===== src/pkg/pllsp_regs.vh =====
/*
  Constants of the synthesizer programming logic: APB offsets, serial frame
  lengths, configuration field positions, reset values and timing figures.
  Assumes it is included by bare name, definitions only.
*/
`ifndef PLLSP_REGS_VH
`define PLLSP_REGS_VH

// APB register byte offsets
`define PLLSP_OFF_CTRL 8'h00
`define PLLSP_OFF_STATUS 8'h04
`define PLLSP_OFF_CFG 8'h08
`define PLLSP_OFF_CHAN 8'h0C
`define PLLSP_OFF_REF 8'h10

// Control register fields and reset value
`define PLLSP_CTRL_PORT_EN 0
`define PLLSP_CTRL_FORCE_SBY 1
`define PLLSP_CTRL_RESET 2'h1

// Serial frame lengths that pick the destination register
`define PLLSP_LEN_CFG 6'h08
`define PLLSP_LEN_REF 6'h10
`define PLLSP_LEN_CHAN 6'h18

// Configuration word fields
`define PLLSP_CFG_STANDBY 7
`define PLLSP_CFG_GAIN_HI 6
`define PLLSP_CFG_GAIN_LO 5
`define PLLSP_CFG_DOUT 4
`define PLLSP_CFG_OUTA 3
`define PLLSP_CFG_OUTB 2
`define PLLSP_CFG_REF_OFF 1
`define PLLSP_CFG_LD_OFF 0
`define PLLSP_CFG_RESET 8'h00

// Channel ratio fields: main count above swallow count
`define PLLSP_CHAN_N_HI 17
`define PLLSP_CHAN_N_LO 6
`define PLLSP_CHAN_A_HI 5
`define PLLSP_CHAN_A_LO 0
`define PLLSP_CHAN_RESET 24'h000040

// Reference ratio: low 13 bits, smallest divide other than one
`define PLLSP_REF_RESET 16'h0001
`define PLLSP_REF_MIN 13'h0005

// Prescaler moduli
`define PLLSP_PRE_LOW 7'h40
`define PLLSP_PRE_HIGH 7'h41

// Serial rate: fastest bit period in ns and core clock period in ns
`define PLLSP_SCLK_MIN_NS 250
`define PLLSP_CORE_NS 5
`define PLLSP_SCLK_MIN_CYC (`PLLSP_SCLK_MIN_NS / `PLLSP_CORE_NS)

`endif


===== src/logic/pllsp_divider.v =====
/*
  Programmable down-counting divider used for the reference and main counters.
  Assumes count pulses are one-cycle enables on the core clock.
*/
`timescale 1ns/10ps
module pllsp_divider #(
  parameter W = 13
) (
  input wire core_clk_i,
  input wire resetn_i,
  input wire restart_i,
  input wire count_i,
  input wire [W-1:0] ratio_i,
  output wire tc_o
);
  reg [W-1:0] cnt_reg;

  // Terminal count when the last pulse of the period arrives
  assign tc_o = count_i & (cnt_reg <= {{(W-1){1'b0}}, 1'b1});

  // Reload on terminal count so every period uses the current ratio
  always @(posedge core_clk_i or negedge resetn_i) begin
    if (!resetn_i) begin
      cnt_reg <= {W{1'b0}};
    end else if (restart_i) begin
      cnt_reg <= ratio_i;
    end else if (tc_o) begin
      cnt_reg <= ratio_i;
    end else if (count_i) begin
      cnt_reg <= cnt_reg - {{(W-1){1'b0}}, 1'b1};
    end
  end
endmodule


===== src/logic/pllsp_core.v =====
/*
  Serial programming and divider logic of a frequency synthesizer, with an
  APB slave for control and observation.
  Assumes serial and divider inputs arrive asynchronously from pins and are
  much slower than the 200 MHz core clock; APB runs on the core clock.
*/
// The register offsets and register access over APB were left to the implementer.
`timescale 1ns/10ps
`include "pllsp_regs.vh"

module pllsp_core (
  input wire core_clk_i,
  input wire resetn_i,
  input wire psel_i,
  input wire penable_i,
  input wire pwrite_i,
  input wire [7:0] paddr_i,
  input wire [31:0] pwdata_i,
  output wire [31:0] prdata_o,
  output wire pready_o,
  output wire pslverr_o,
  input wire ser_data_i,
  input wire ser_clk_i,
  input wire frame_select_n_i,
  input wire ref_in_i,
  input wire rf_in_i,
  output wire ref_out_o,
  output wire ref_div_o,
  output wire vco_div_o,
  output wire lock_detect_o,
  output wire [1:0] pd_gain_o,
  output wire output_a_o,
  output wire output_b_o,
  output wire output_b_oe_o
);
  // Synchronisers and edge history for pin inputs
  reg [2:0] sclk_sync_reg;
  reg [2:0] fs_sync_reg;
  reg [1:0] din_sync_reg;
  reg [2:0] ref_sync_reg;
  reg [2:0] rf_sync_reg;
  // Serial shifter
  reg [23:0] shift_reg;
  reg [5:0] bit_cnt_reg;
  reg dout_reg;
  // Programmed registers and buffers
  reg [1:0] ctrl_reg;
  reg [7:0] cfg_reg;
  reg [23:0] chan_buf_reg;
  reg chan_pend_reg;
  reg [23:0] chan_reg;
  reg [15:0] ref_buf_reg;
  reg ref_pend_reg;
  reg [15:0] ref_stage_reg;
  reg ref_stage_pend_reg;
  reg [15:0] ref_reg;
  // Dual-modulus path, lock detect and APB read state
  reg [6:0] pre_cnt_reg;
  reg [5:0] swallow_reg;
  reg standby_d_reg;
  reg ref_tc_d_reg;
  reg vco_tc_d_reg;
  reg lock_reg;
  reg [31:0] prdata_reg;
  reg slverr_reg;

  wire sclk_rise;
  wire frame_start;
  wire frame_end;
  wire ref_edge;
  wire rf_edge;
  wire standby;
  wire restart;
  wire pre_pulse;
  wire [6:0] pre_mod;
  wire ref_tc;
  wire main_tc;
  wire chan_loading;
  wire [12:0] ref_ratio;
  wire apb_wr;
  wire apb_setup;
  reg [31:0] rd_mux;
  reg rd_err;

  // Divide value 1 passes through; 0, 2, 3 and 4 are raised to the minimum
  function [12:0] ref_clamp;
    input [15:0] v;
    begin
      if (v[12:0] == 13'h0001) begin
        ref_clamp = 13'h0001;
      end else if (v[12:0] < `PLLSP_REF_MIN) begin
        ref_clamp = `PLLSP_REF_MIN;
      end else begin
        ref_clamp = v[12:0];
      end
    end
  endfunction

  // Two flops before any logic; the third stage feeds edge detection and, for the reference pin, also ref_out_o
  always @(posedge core_clk_i or negedge resetn_i) begin
    if (!resetn_i) begin
      sclk_sync_reg <= 3'h0;
      fs_sync_reg <= 3'h7;
      din_sync_reg <= 2'h0;
      ref_sync_reg <= 3'h0;
      rf_sync_reg <= 3'h0;
    end else begin
      sclk_sync_reg <= {sclk_sync_reg[1:0], ser_clk_i};
      fs_sync_reg <= {fs_sync_reg[1:0], frame_select_n_i};
      din_sync_reg <= {din_sync_reg[0], ser_data_i};
      ref_sync_reg <= {ref_sync_reg[1:0], ref_in_i};
      rf_sync_reg <= {rf_sync_reg[1:0], rf_in_i};
    end
  end

  // Oversampling at 50 cycles per fastest bit leaves wide margin
  assign sclk_rise = sclk_sync_reg[1] & ~sclk_sync_reg[2];
  assign frame_start = ~fs_sync_reg[1] & fs_sync_reg[2];
  assign frame_end = fs_sync_reg[1] & ~fs_sync_reg[2];
  assign ref_edge = ref_sync_reg[1] & ~ref_sync_reg[2];
  assign rf_edge = rf_sync_reg[1] & ~rf_sync_reg[2];

  // Shift in on rising serial clock while the frame is open; count bits
  always @(posedge core_clk_i or negedge resetn_i) begin
    if (!resetn_i) begin
      shift_reg <= 24'h000000;
      bit_cnt_reg <= 6'h00;
      dout_reg <= 1'b0;
    end else if (frame_start) begin
      bit_cnt_reg <= 6'h00;
    end else if (sclk_rise && !fs_sync_reg[1] && ctrl_reg[`PLLSP_CTRL_PORT_EN]) begin
      shift_reg <= {shift_reg[22:0], din_sync_reg[1]};
      dout_reg <= shift_reg[23]; // Bit pushed out feeds the next device
      if (bit_cnt_reg != 6'h3F) begin
        bit_cnt_reg <= bit_cnt_reg + 6'h01;
      end
    end
  end

  // Length alone routes the frame, so no steering bits are spent
  always @(posedge core_clk_i or negedge resetn_i) begin
    if (!resetn_i) begin
      cfg_reg <= `PLLSP_CFG_RESET;
      chan_buf_reg <= `PLLSP_CHAN_RESET;
      chan_pend_reg <= 1'b0;
      chan_reg <= `PLLSP_CHAN_RESET;
      ref_buf_reg <= `PLLSP_REF_RESET;
      ref_pend_reg <= 1'b0;
      ref_stage_reg <= `PLLSP_REF_RESET;
      ref_stage_pend_reg <= 1'b0;
      ref_reg <= `PLLSP_REF_RESET;
    end else begin
      if (frame_end && ctrl_reg[`PLLSP_CTRL_PORT_EN]) begin
        case (bit_cnt_reg)
          `PLLSP_LEN_CFG: begin
            cfg_reg <= shift_reg[7:0]; // Gain, standby and output control
          end
          `PLLSP_LEN_REF: begin
            ref_buf_reg <= shift_reg[15:0];
          end
          `PLLSP_LEN_CHAN: begin
            chan_buf_reg <= shift_reg; // Whole retune in three bytes
          end
          default: begin
          end
        endcase
      end
      // Pending flags: a new frame wins over the commit in the same cycle
      if (frame_end && ctrl_reg[`PLLSP_CTRL_PORT_EN] && bit_cnt_reg == `PLLSP_LEN_CHAN) begin
        chan_pend_reg <= 1'b1;
      end else if (chan_pend_reg && !chan_loading) begin
        chan_pend_reg <= 1'b0;
      end
      if (frame_end && ctrl_reg[`PLLSP_CTRL_PORT_EN] && bit_cnt_reg == `PLLSP_LEN_REF) begin
        ref_pend_reg <= 1'b1;
      end else if (chan_pend_reg && !chan_loading) begin
        ref_pend_reg <= 1'b0;
      end
      // Channel commit skips reload cycles to avoid a torn value
      if (chan_pend_reg && !chan_loading) begin
        chan_reg <= chan_buf_reg;
        if (ref_pend_reg) begin
          ref_stage_reg <= ref_buf_reg; // Second buffer moves with channel
        end
      end
      // Staged reference lands only outside its own reload
      if (chan_pend_reg && !chan_loading && ref_pend_reg) begin
        ref_stage_pend_reg <= 1'b1;
      end else if (ref_stage_pend_reg && !ref_tc) begin
        ref_stage_pend_reg <= 1'b0;
      end
      if (ref_stage_pend_reg && !ref_tc) begin
        ref_reg <= ref_stage_reg;
      end
    end
  end

  // Standby from the configuration word or from software
  assign standby = cfg_reg[`PLLSP_CFG_STANDBY] | ctrl_reg[`PLLSP_CTRL_FORCE_SBY];
  assign restart = standby_d_reg & ~standby;

  // Prescaler modulus follows the swallow counter
  assign pre_mod = (swallow_reg != 6'h00) ? `PLLSP_PRE_HIGH : `PLLSP_PRE_LOW;
  assign pre_pulse = rf_edge & ~standby & (pre_cnt_reg == pre_mod - 7'h01);
  assign chan_loading = main_tc | restart;
  assign ref_ratio = ref_clamp(ref_reg);

  // Exit from standby restarts every counter in the same cycle
  always @(posedge core_clk_i or negedge resetn_i) begin
    if (!resetn_i) begin
      standby_d_reg <= 1'b0;
      pre_cnt_reg <= 7'h00;
      swallow_reg <= 6'h00;
    end else begin
      standby_d_reg <= standby;
      if (restart || pre_pulse) begin
        pre_cnt_reg <= 7'h00;
      end else if (rf_edge && !standby) begin
        pre_cnt_reg <= pre_cnt_reg + 7'h01;
      end
      // Swallow field loads with each main reload, then counts down
      if (chan_loading) begin
        swallow_reg <= chan_reg[`PLLSP_CHAN_A_HI:`PLLSP_CHAN_A_LO];
      end else if (pre_pulse && swallow_reg != 6'h00) begin
        swallow_reg <= swallow_reg - 6'h01;
      end
    end
  end

  // Reference counter on 13 bits, counting reference edges
  pllsp_divider #(
    .W(13)
  ) u_ref_div (
    .core_clk_i(core_clk_i),
    .resetn_i(resetn_i),
    .restart_i(restart),
    .count_i(ref_edge & ~standby),
    .ratio_i(ref_ratio),
    .tc_o(ref_tc)
  );

  // Main counter of 12 bits: 64*N + A reaches 262143
  pllsp_divider #(
    .W(12)
  ) u_main_div (
    .core_clk_i(core_clk_i),
    .resetn_i(resetn_i),
    .restart_i(restart),
    .count_i(pre_pulse),
    .ratio_i(chan_reg[`PLLSP_CHAN_N_HI:`PLLSP_CHAN_N_LO]),
    .tc_o(main_tc)
  );

  // Divider pulses registered; lock while both arrive in the same pair of cycles
  always @(posedge core_clk_i or negedge resetn_i) begin
    if (!resetn_i) begin
      ref_tc_d_reg <= 1'b0;
      vco_tc_d_reg <= 1'b0;
      lock_reg <= 1'b0;
    end else begin
      ref_tc_d_reg <= ref_tc;
      vco_tc_d_reg <= main_tc;
      if (ref_tc || main_tc) begin
        lock_reg <= (ref_tc | ref_tc_d_reg) & (main_tc | vco_tc_d_reg);
      end
    end
  end

  // Unused outputs held inactive when switched off
  assign ref_div_o = ref_tc_d_reg;
  assign vco_div_o = vco_tc_d_reg;
  assign ref_out_o = ref_sync_reg[2] & ~cfg_reg[`PLLSP_CFG_REF_OFF] & ~standby;
  assign lock_detect_o = lock_reg & ~cfg_reg[`PLLSP_CFG_LD_OFF];
  assign pd_gain_o = cfg_reg[`PLLSP_CFG_GAIN_HI:`PLLSP_CFG_GAIN_LO];
  assign output_a_o = cfg_reg[`PLLSP_CFG_DOUT] ? dout_reg : cfg_reg[`PLLSP_CFG_OUTA];
  // Open-drain output only ever pulls low
  assign output_b_o = 1'b0;
  assign output_b_oe_o = ~cfg_reg[`PLLSP_CFG_OUTB];

  // APB: zero wait states, read data captured in the setup cycle
  assign apb_setup = psel_i & ~penable_i;
  assign apb_wr = psel_i & penable_i & pwrite_i;
  assign pready_o = 1'b1;
  assign prdata_o = prdata_reg;
  assign pslverr_o = slverr_reg & psel_i & penable_i;

  // Read decode; unmapped offsets answer with an error and zero data
  always @* begin
    rd_mux = 32'h00000000;
    rd_err = 1'b0;
    case (paddr_i)
      `PLLSP_OFF_CTRL: rd_mux = {30'h0, ctrl_reg};
      `PLLSP_OFF_STATUS: rd_mux = {24'h000000, lock_reg, standby, ref_stage_pend_reg,
                                   ref_pend_reg, chan_pend_reg, ~fs_sync_reg[1], 2'h0};
      `PLLSP_OFF_CFG: rd_mux = {24'h000000, cfg_reg};
      `PLLSP_OFF_CHAN: rd_mux = {8'h00, chan_reg};
      `PLLSP_OFF_REF: rd_mux = {16'h0000, ref_reg};
      default: rd_err = 1'b1;
    endcase
  end

  // Only the control register is writable; other writes to mapped offsets are dropped
  always @(posedge core_clk_i or negedge resetn_i) begin
    if (!resetn_i) begin
      ctrl_reg <= `PLLSP_CTRL_RESET;
      prdata_reg <= 32'h00000000;
      slverr_reg <= 1'b0;
    end else begin
      if (apb_setup) begin
        prdata_reg <= pwrite_i ? 32'h00000000 : rd_mux;
        slverr_reg <= rd_err;
      end
      if (apb_wr && paddr_i == `PLLSP_OFF_CTRL) begin
        ctrl_reg <= pwdata_i[1:0];
      end
    end
  end
endmodule


===== config.mk =====
export PLATFORM = sky130hd
export DESIGN_NAME = pllsp_core
export DESIGN_NICKNAME = d
export VERILOG_FILES = /design/src/logic/pllsp_divider.v /design/src/logic/pllsp_core.v
export VERILOG_INCLUDE_DIRS = /design/src /design/src/pkg
export SDC_FILE = /design/constraint.sdc
export NUM_CORES = 1
export LEC_CHECK = 0
export ABC_AREA = 1
export BUFFER_PORTS_ARGS = -buffer_cell sky130_fd_sc_hd__buf_2
export CORE_ASPECT_RATIO = 1.25
export CORE_UTILIZATION = 24
export CTS_CLUSTER_SIZE = 40
export DETAILED_ROUTE_END_ITERATION = 10
export MAX_ROUTING_LAYER = met4
export PLACE_DENSITY = 0.48
export RECOVER_POWER = 50
export SKIP_CTS_REPAIR_TIMING = 1
export SLEW_MARGIN = 5
export SYNTH_ARGS = -nofsm -noshare
export SYNTH_HDL_FRONTEND = slang
export SYNTH_SLANG_ARGS = --single-unit

===== constraint.sdc =====
create_clock -name core_clk_i -period 2.6 [get_ports core_clk_i]
set_input_delay 0.13 -clock core_clk_i [delete_from_list [all_inputs] [get_ports core_clk_i]]
set_output_delay 0.13 -clock core_clk_i [all_outputs]
set_load 0.02 [all_outputs]

After elaboration in Yosys (flattened, before gate mapping). Cells that the tools add are included.

Bits in writable memories: 0. Bits in latches: 0. Bits in read-only memories: 0. Bits in registers: 229. Input port bits: 50. Logic and storage cells: 142. Output and inout bits: 43. Memories kept: 0.

Muxes and demuxes: 25. Div/mod/pow operators: 0. Multipliers: 0. Reduce and logical (&&, ||, !) cells: 35. $add $sub $neg: 6. Eq/ne operators: 10. Magnitude comparators: 3. Bitwise gates (word level): 35. Shift operators: 0.

Operators by type and width (number): $pmux 24 s5 (1); $mux 13 (5); $mux 12 (3); $mux 32 (1); $mux 6 (5); $and 1x1->1 (20); $eq 8x4->1 const B (2); $mux 7 (2); $reduce_bool 2->1 (7); $eq 13x1->1 const B (1); $le 13x1->1 const B (1); $lt 13x3->1 const B (1); $sub 13x1->13 const B (1); $eq 6x5->1 const B (2); $le 12x1->1 const B (1); $reduce_and 2->1 (6); $sub 12x1->12 const B (1); $logic_and 1x1->1 (11); $not 1->1 (11); $eq 8x3->1 const B (1); $eq 8x5->1 const B (1); $logic_not 8->1 (1); $mux 1 (8); $add 7x1->7 const B (1); other kinds (12) (20).

Logic depth before layout (Yosys ltp).
Depth after elaboration: 11. Depth in mapped cells: 12. Gate-level depth less buffers: 11.

By module. From an unflattened synthesis, not the netlist that was laid out.

Cells, all modules: 1302. Area, all modules: 10548.9 sq um.

Modules (own cells, without submodules): pllsp_core (seq. area each 4916.0 sq um, cells an instance 966, instances 1, area each 8459.4 sq um); pllsp_divider at u_ref_div (seq. area each 325.3 sq um, cells an instance 186, instances 1, area each 1141.1 sq um); pllsp_divider at u_main_div (seq. area each 300.3 sq um, cells an instance 150, instances 1, area each 948.4 sq um).

Least setup slack after synthesis. Ideal clock, no wire load.

Path type: reg2reg. Start: register u_main_div.cnt_reg[0]. End: register chan_reg[16]. Cell stages (with the launch flop): 13. Clock period less this slack: 1807 ps. Arrival: 1691 ps. Buffers on the path: 1. Required time: 2484 ps. Setup time: 116 ps. Slack: 793 ps. Path through: dfrtp_1 > inv_1 > ha_1 > or2_2 > nand2_1 > nor2_4 > inv_1 > nor2_2 > nor2_4 > nand2_4 > buf_8 > nand2_2 > nand2_1.

Word-level cells in the longest chain between the ends: 5.

Ends and longest elaborated chain: start: declaration (line pllsp_divider.v:16) `reg [W-1:0] cnt_reg;`; start signal: assignment (line pllsp_divider.v:24) `cnt_reg <= {W{1'b0}};`; start signal: assignment (line pllsp_divider.v:26) `cnt_reg <= ratio_i;`; start signal: assignment (line pllsp_divider.v:28) `cnt_reg <= ratio_i;`; $le 12x1->1 (line pllsp_divider.v:19) `assign tc_o = count_i & (cnt_reg <= {{(W-1){1'b0}}, 1'b1});`; $and 1x1->1 (line pllsp_divider.v:19); $or 1x1->1 (line pllsp_core.v:205) `assign chan_loading = main_tc | restart;`; $logic_not 1->1 (line pllsp_core.v:180) `if (chan_pend_reg && !chan_loading) begin`; $logic_and 1x1->1 (line pllsp_core.v:180); end signal: assignment (line pllsp_core.v:146) `` chan_reg <= `PLLSP_CHAN_RESET; ``; end signal: assignment (line pllsp_core.v:181) `chan_reg <= chan_buf_reg;`; end: declaration (line pllsp_core.v:51) `reg [23:0] chan_reg;`.

No other way between the ends. A chain may end at the register's enable or synchronous reset.

Worst setup path after layout.
Start: register u_main_div.cnt_reg[0]. End: register u_main_div.cnt_reg[5].

Word-level cells in the longest chain between the ends: 4. Elaborated cells between the ends (all ways): 7. Those cells by class: 1 x add/sub; 1 x order compare; 3 x mux; 1 x bitwise; 1 x reduce/logical.

Ends and longest elaborated chain: $sub 12x1->12 or $le 12x1->1 (tied branches) (line pllsp_divider.v:30, pllsp_divider.v:19); $mux 12 or $and 1x1->1 (tied branches) (line pllsp_divider.v:29, pllsp_divider.v:19); $mux 12 (line pllsp_divider.v:27) `end else if (tc_o) begin`; $mux 12 (line pllsp_divider.v:25) `end else if (restart_i) begin`.

Parallel ways exist; a longest one is shown, timed or not. The select of a mux whose other input is x is not followed.

==> results.cfg <==
[global_route]
grtUsageTotal_pct = 13.1
grt_pass1_wl_um = 44400
grt_pass1_vias = 8045
grt_max_degree = 95
grt_overflow = 0
antenna_found_initial = 0

[drt]
drc = 0
detail-route-antenna-nets = 0
drt_pass1_iterations = 5
viasPerCell = 4.29
via_count = 7980
postRouteWirelength_um = 26700
avgRoutedWirePerCell_um = 14.4
drt_iter0_drc = 478

[run_status]
status = finished, final reports clean

[sta]
max_slew_margin_pct = 5.97
fin_worst_skew_ns = 0.0290
maxClockFrequency_mhz = 467
rsz0062_at_grt = false
setup_viol = 0
finalHoldWorstSlack_ns = 0.132
hold_viol_final = 0
setup_tns_ns = 0
drv_slew = 0
fin_crit_sh_pct = 82.3
worst_pin_slew_ns = 1.41
fin_crit_ns = 2.14

[placed_design]
portBuffers = 52
dp_hpwl_um = 18800
place_congestion = 0.822

[synthesis]
syn-instance-count = 1222
synthArstFlopShare_pct = 100
yosysSeqAreaShare_pct = 53.8
syn_area_per_cell_sq_um = 8.42
synthFlopType = dfrtp_1
synth.cell_area_sq_um = 10300
yosys_warnings = 0
synth-edff-count = 0
yosysUniqueCellTypes = 39
ys_ff_latch = 221

[final_layout]
layout_commonest_cell = nand2_1
fillers = 4512
nets = 1341
most-common-layout-cells = nand2_1, dfrtp_1, inv_1
drive_above_1_share_pct = 13.4
num_antenna_cells = 0
area_growth_syn_to_layout_pct = 17.2

[die]
initial_core_util_pct = 24.4
core_area_sq_um = 42100
die_h_um = 234
die_x_um = 187
dieArea_sq_um = 43700
core.rowCount = 84
pin_count = 93

[power_and_ir_drop]
p_per_area_nw_per_um2 = 774
clkPwrFrac_pct = 40.9
pwr-share-seq_pct = 42.0
switching_power_mw = 2.70
power.total_mw = 9.34
comb_power_share_pct = 17.1
peakVddDrop_mv = 0.454
p_leak_nw = 5.94
switching_share_pct = 28.9
p_int_mw = 6.64

[cts]
numClockSinks = 221
clk_latency_ns = 0.55
cts_root_buf = clkbuf_16
clk_pin_slew_ns = 0.06
h-tree-depth = 1
cts_tree = built
cts_max_path_buffers = 3
numCtsBuffers = 25

[setup_path]
r2r-end = u_main_div.cnt_reg[5]
r2r_start = u_main_div.cnt_reg[0]
required_ns = 3.01
path_cells = inv_1 -> ha_1 -> or2_2 -> nand2_1 -> nor2_4 -> nand4_4 -> nand2_4 -> buf_4 -> nand2_2 -> nand3_1 -> nand2_1
critPathArrivalTime_ns = 2.55
path_class = register to register
worst-r2r-cell-count = 11
cp_max_fo = 18
cp_slowest_cell = dfrtp_1
setup.worst_path.start_class = register
max_stage_delay_ns = 0.43
path_common_cell = nand2_1
r2r_slack_ns = 0.46
crit_path_end_kind = register

[hold_path]
min_from = paddr_i[3]
hold_path_class = input port to register
hold-path-cell-count = 5
holdPathEnd = slverr_reg

[job]
max_cap_violations = 0
-- Yosys cell counts (6+ instances only) --
| cell | instances | area (sq um) |
|---|---|---|
| nand2_1 | 387 | 1450 |
| dfrtp_1 | 212 | 5310 |
| inv_1 | 119 | 447 |
| o21ai_0 | 98 | 490 |
| nor2_1 | 87 | 327 |
| nand3_1 | 83 | 415 |
| nand4_1 | 27 | 169 |
| nand2_2 | 25 | 156 |
| buf_4 | 19 | 143 |
| clkbuf_1 | 19 | 71.3 |
| xor2_1 | 15 | 131 |
| nor3_1 | 13 | 65.1 |
| a21oi_1 | 12 | 60.1 |
| o22ai_1 | 11 | 68.8 |
| dfstp_2 | 9 | 236 |
| a32o_1 | 8 | 80.1 |
| buf_2 | 8 | 40.0 |
| ha_1 | 8 | 100 |
| xnor2_1 | 8 | 70.1 |
| buf_6 | 7 | 78.8 |
| nor2_2 | 6 | 37.5 |
-- metal layers --
metal  vias to the layer above  global-route usage (%)  share of wire (%)
li1                       3991                       -                  -
met4                         0                    3.87                2.0
met3                        35                    1.80                3.4
met2                       112                    22.4                 49
met5                         -                       -                  0
met1                      3842                    16.0                 46
-- worst max-delay path: cells and delay by family, from the launching register on --
kind,cells,cell delay [ns]
simple gates,8,1.00
flops,1,0.43
fa+ha+maj,1,0.20
buf+inv,2,0.39
-- per-stage QoR --
step / instances / worst slack, ns / util (%) / cell area, sq um
final: 1861 / 0.459 / 28.6 / 12100
after global routing: 1861 / 0.172 / 28.6 / 12100
after CTS: 1851 / 0.423 / 28.5 / 12000
after detailed placement: 1805 / 0.440 / 26.4 / 11100
after global placement: 1805 / 0.442 / 26.4 / 11100
after floorplan: 1230 / 0.793 / - / 10300
-- cell type report --
cell class | count | area (sq um) | share of cell area, %
inverters | 124 | 465 | 3.86
flip-flops and latches | 221 | 5540 | 45.9
clock buffers | 34 | 719 | 5.96
repair buffers | 85 | 526 | 4.35
well taps | 559 | 699 | 5.80
clock inverters | 12 | 178 | 1.47
multi-input cells | 826 | 3940 | 32.6
-- cell families (layout without fill, tap and decap cells) --
logic type,count (synthesis),in the layout,share of synthesized area (%)
simple gates,647,647,27.5
flops,221,221,53.8
buf+inv,183,255,8.19
compound gates,138,138,7.50
xor+xnor,23,23,1.96
fa+ha+maj,8,8,0.972
other cells,2,10,0.0729
-- how the worst max path moves through the flow --
stage	cells past startpoint	slack, ns	startpoint	to
after floorplan	12	0.79	u_main_div.cnt_reg[0]	chan_reg[16]
after global placement	9	0.44	cfg_reg[7]	swallow_reg[3]
after detailed placement	11	0.44	u_main_div.cnt_reg[0]	u_main_div.cnt_reg[3]
after CTS	9	0.42	cfg_reg[7]	u_main_div.cnt_reg[5]
after global routing	3	0.17	resetn_i	rf_sync_reg[1]
final	11	0.46	u_main_div.cnt_reg[0]	u_main_div.cnt_reg[5]
-- power groups by stage --
stage          Sequential (mW)  Combinational, mW  Clock, mW
3_3_place_gp              3.98               1.59          0
6_report                  3.92               1.60       3.82
3_5_place_dp              3.98               1.60          0
5_1_grt                   3.96               1.86       4.07
2_1_floorplan             3.92               1.28          0
4_1_cts                   3.92               1.61       3.93
Power figures use the tool's default switching activity.
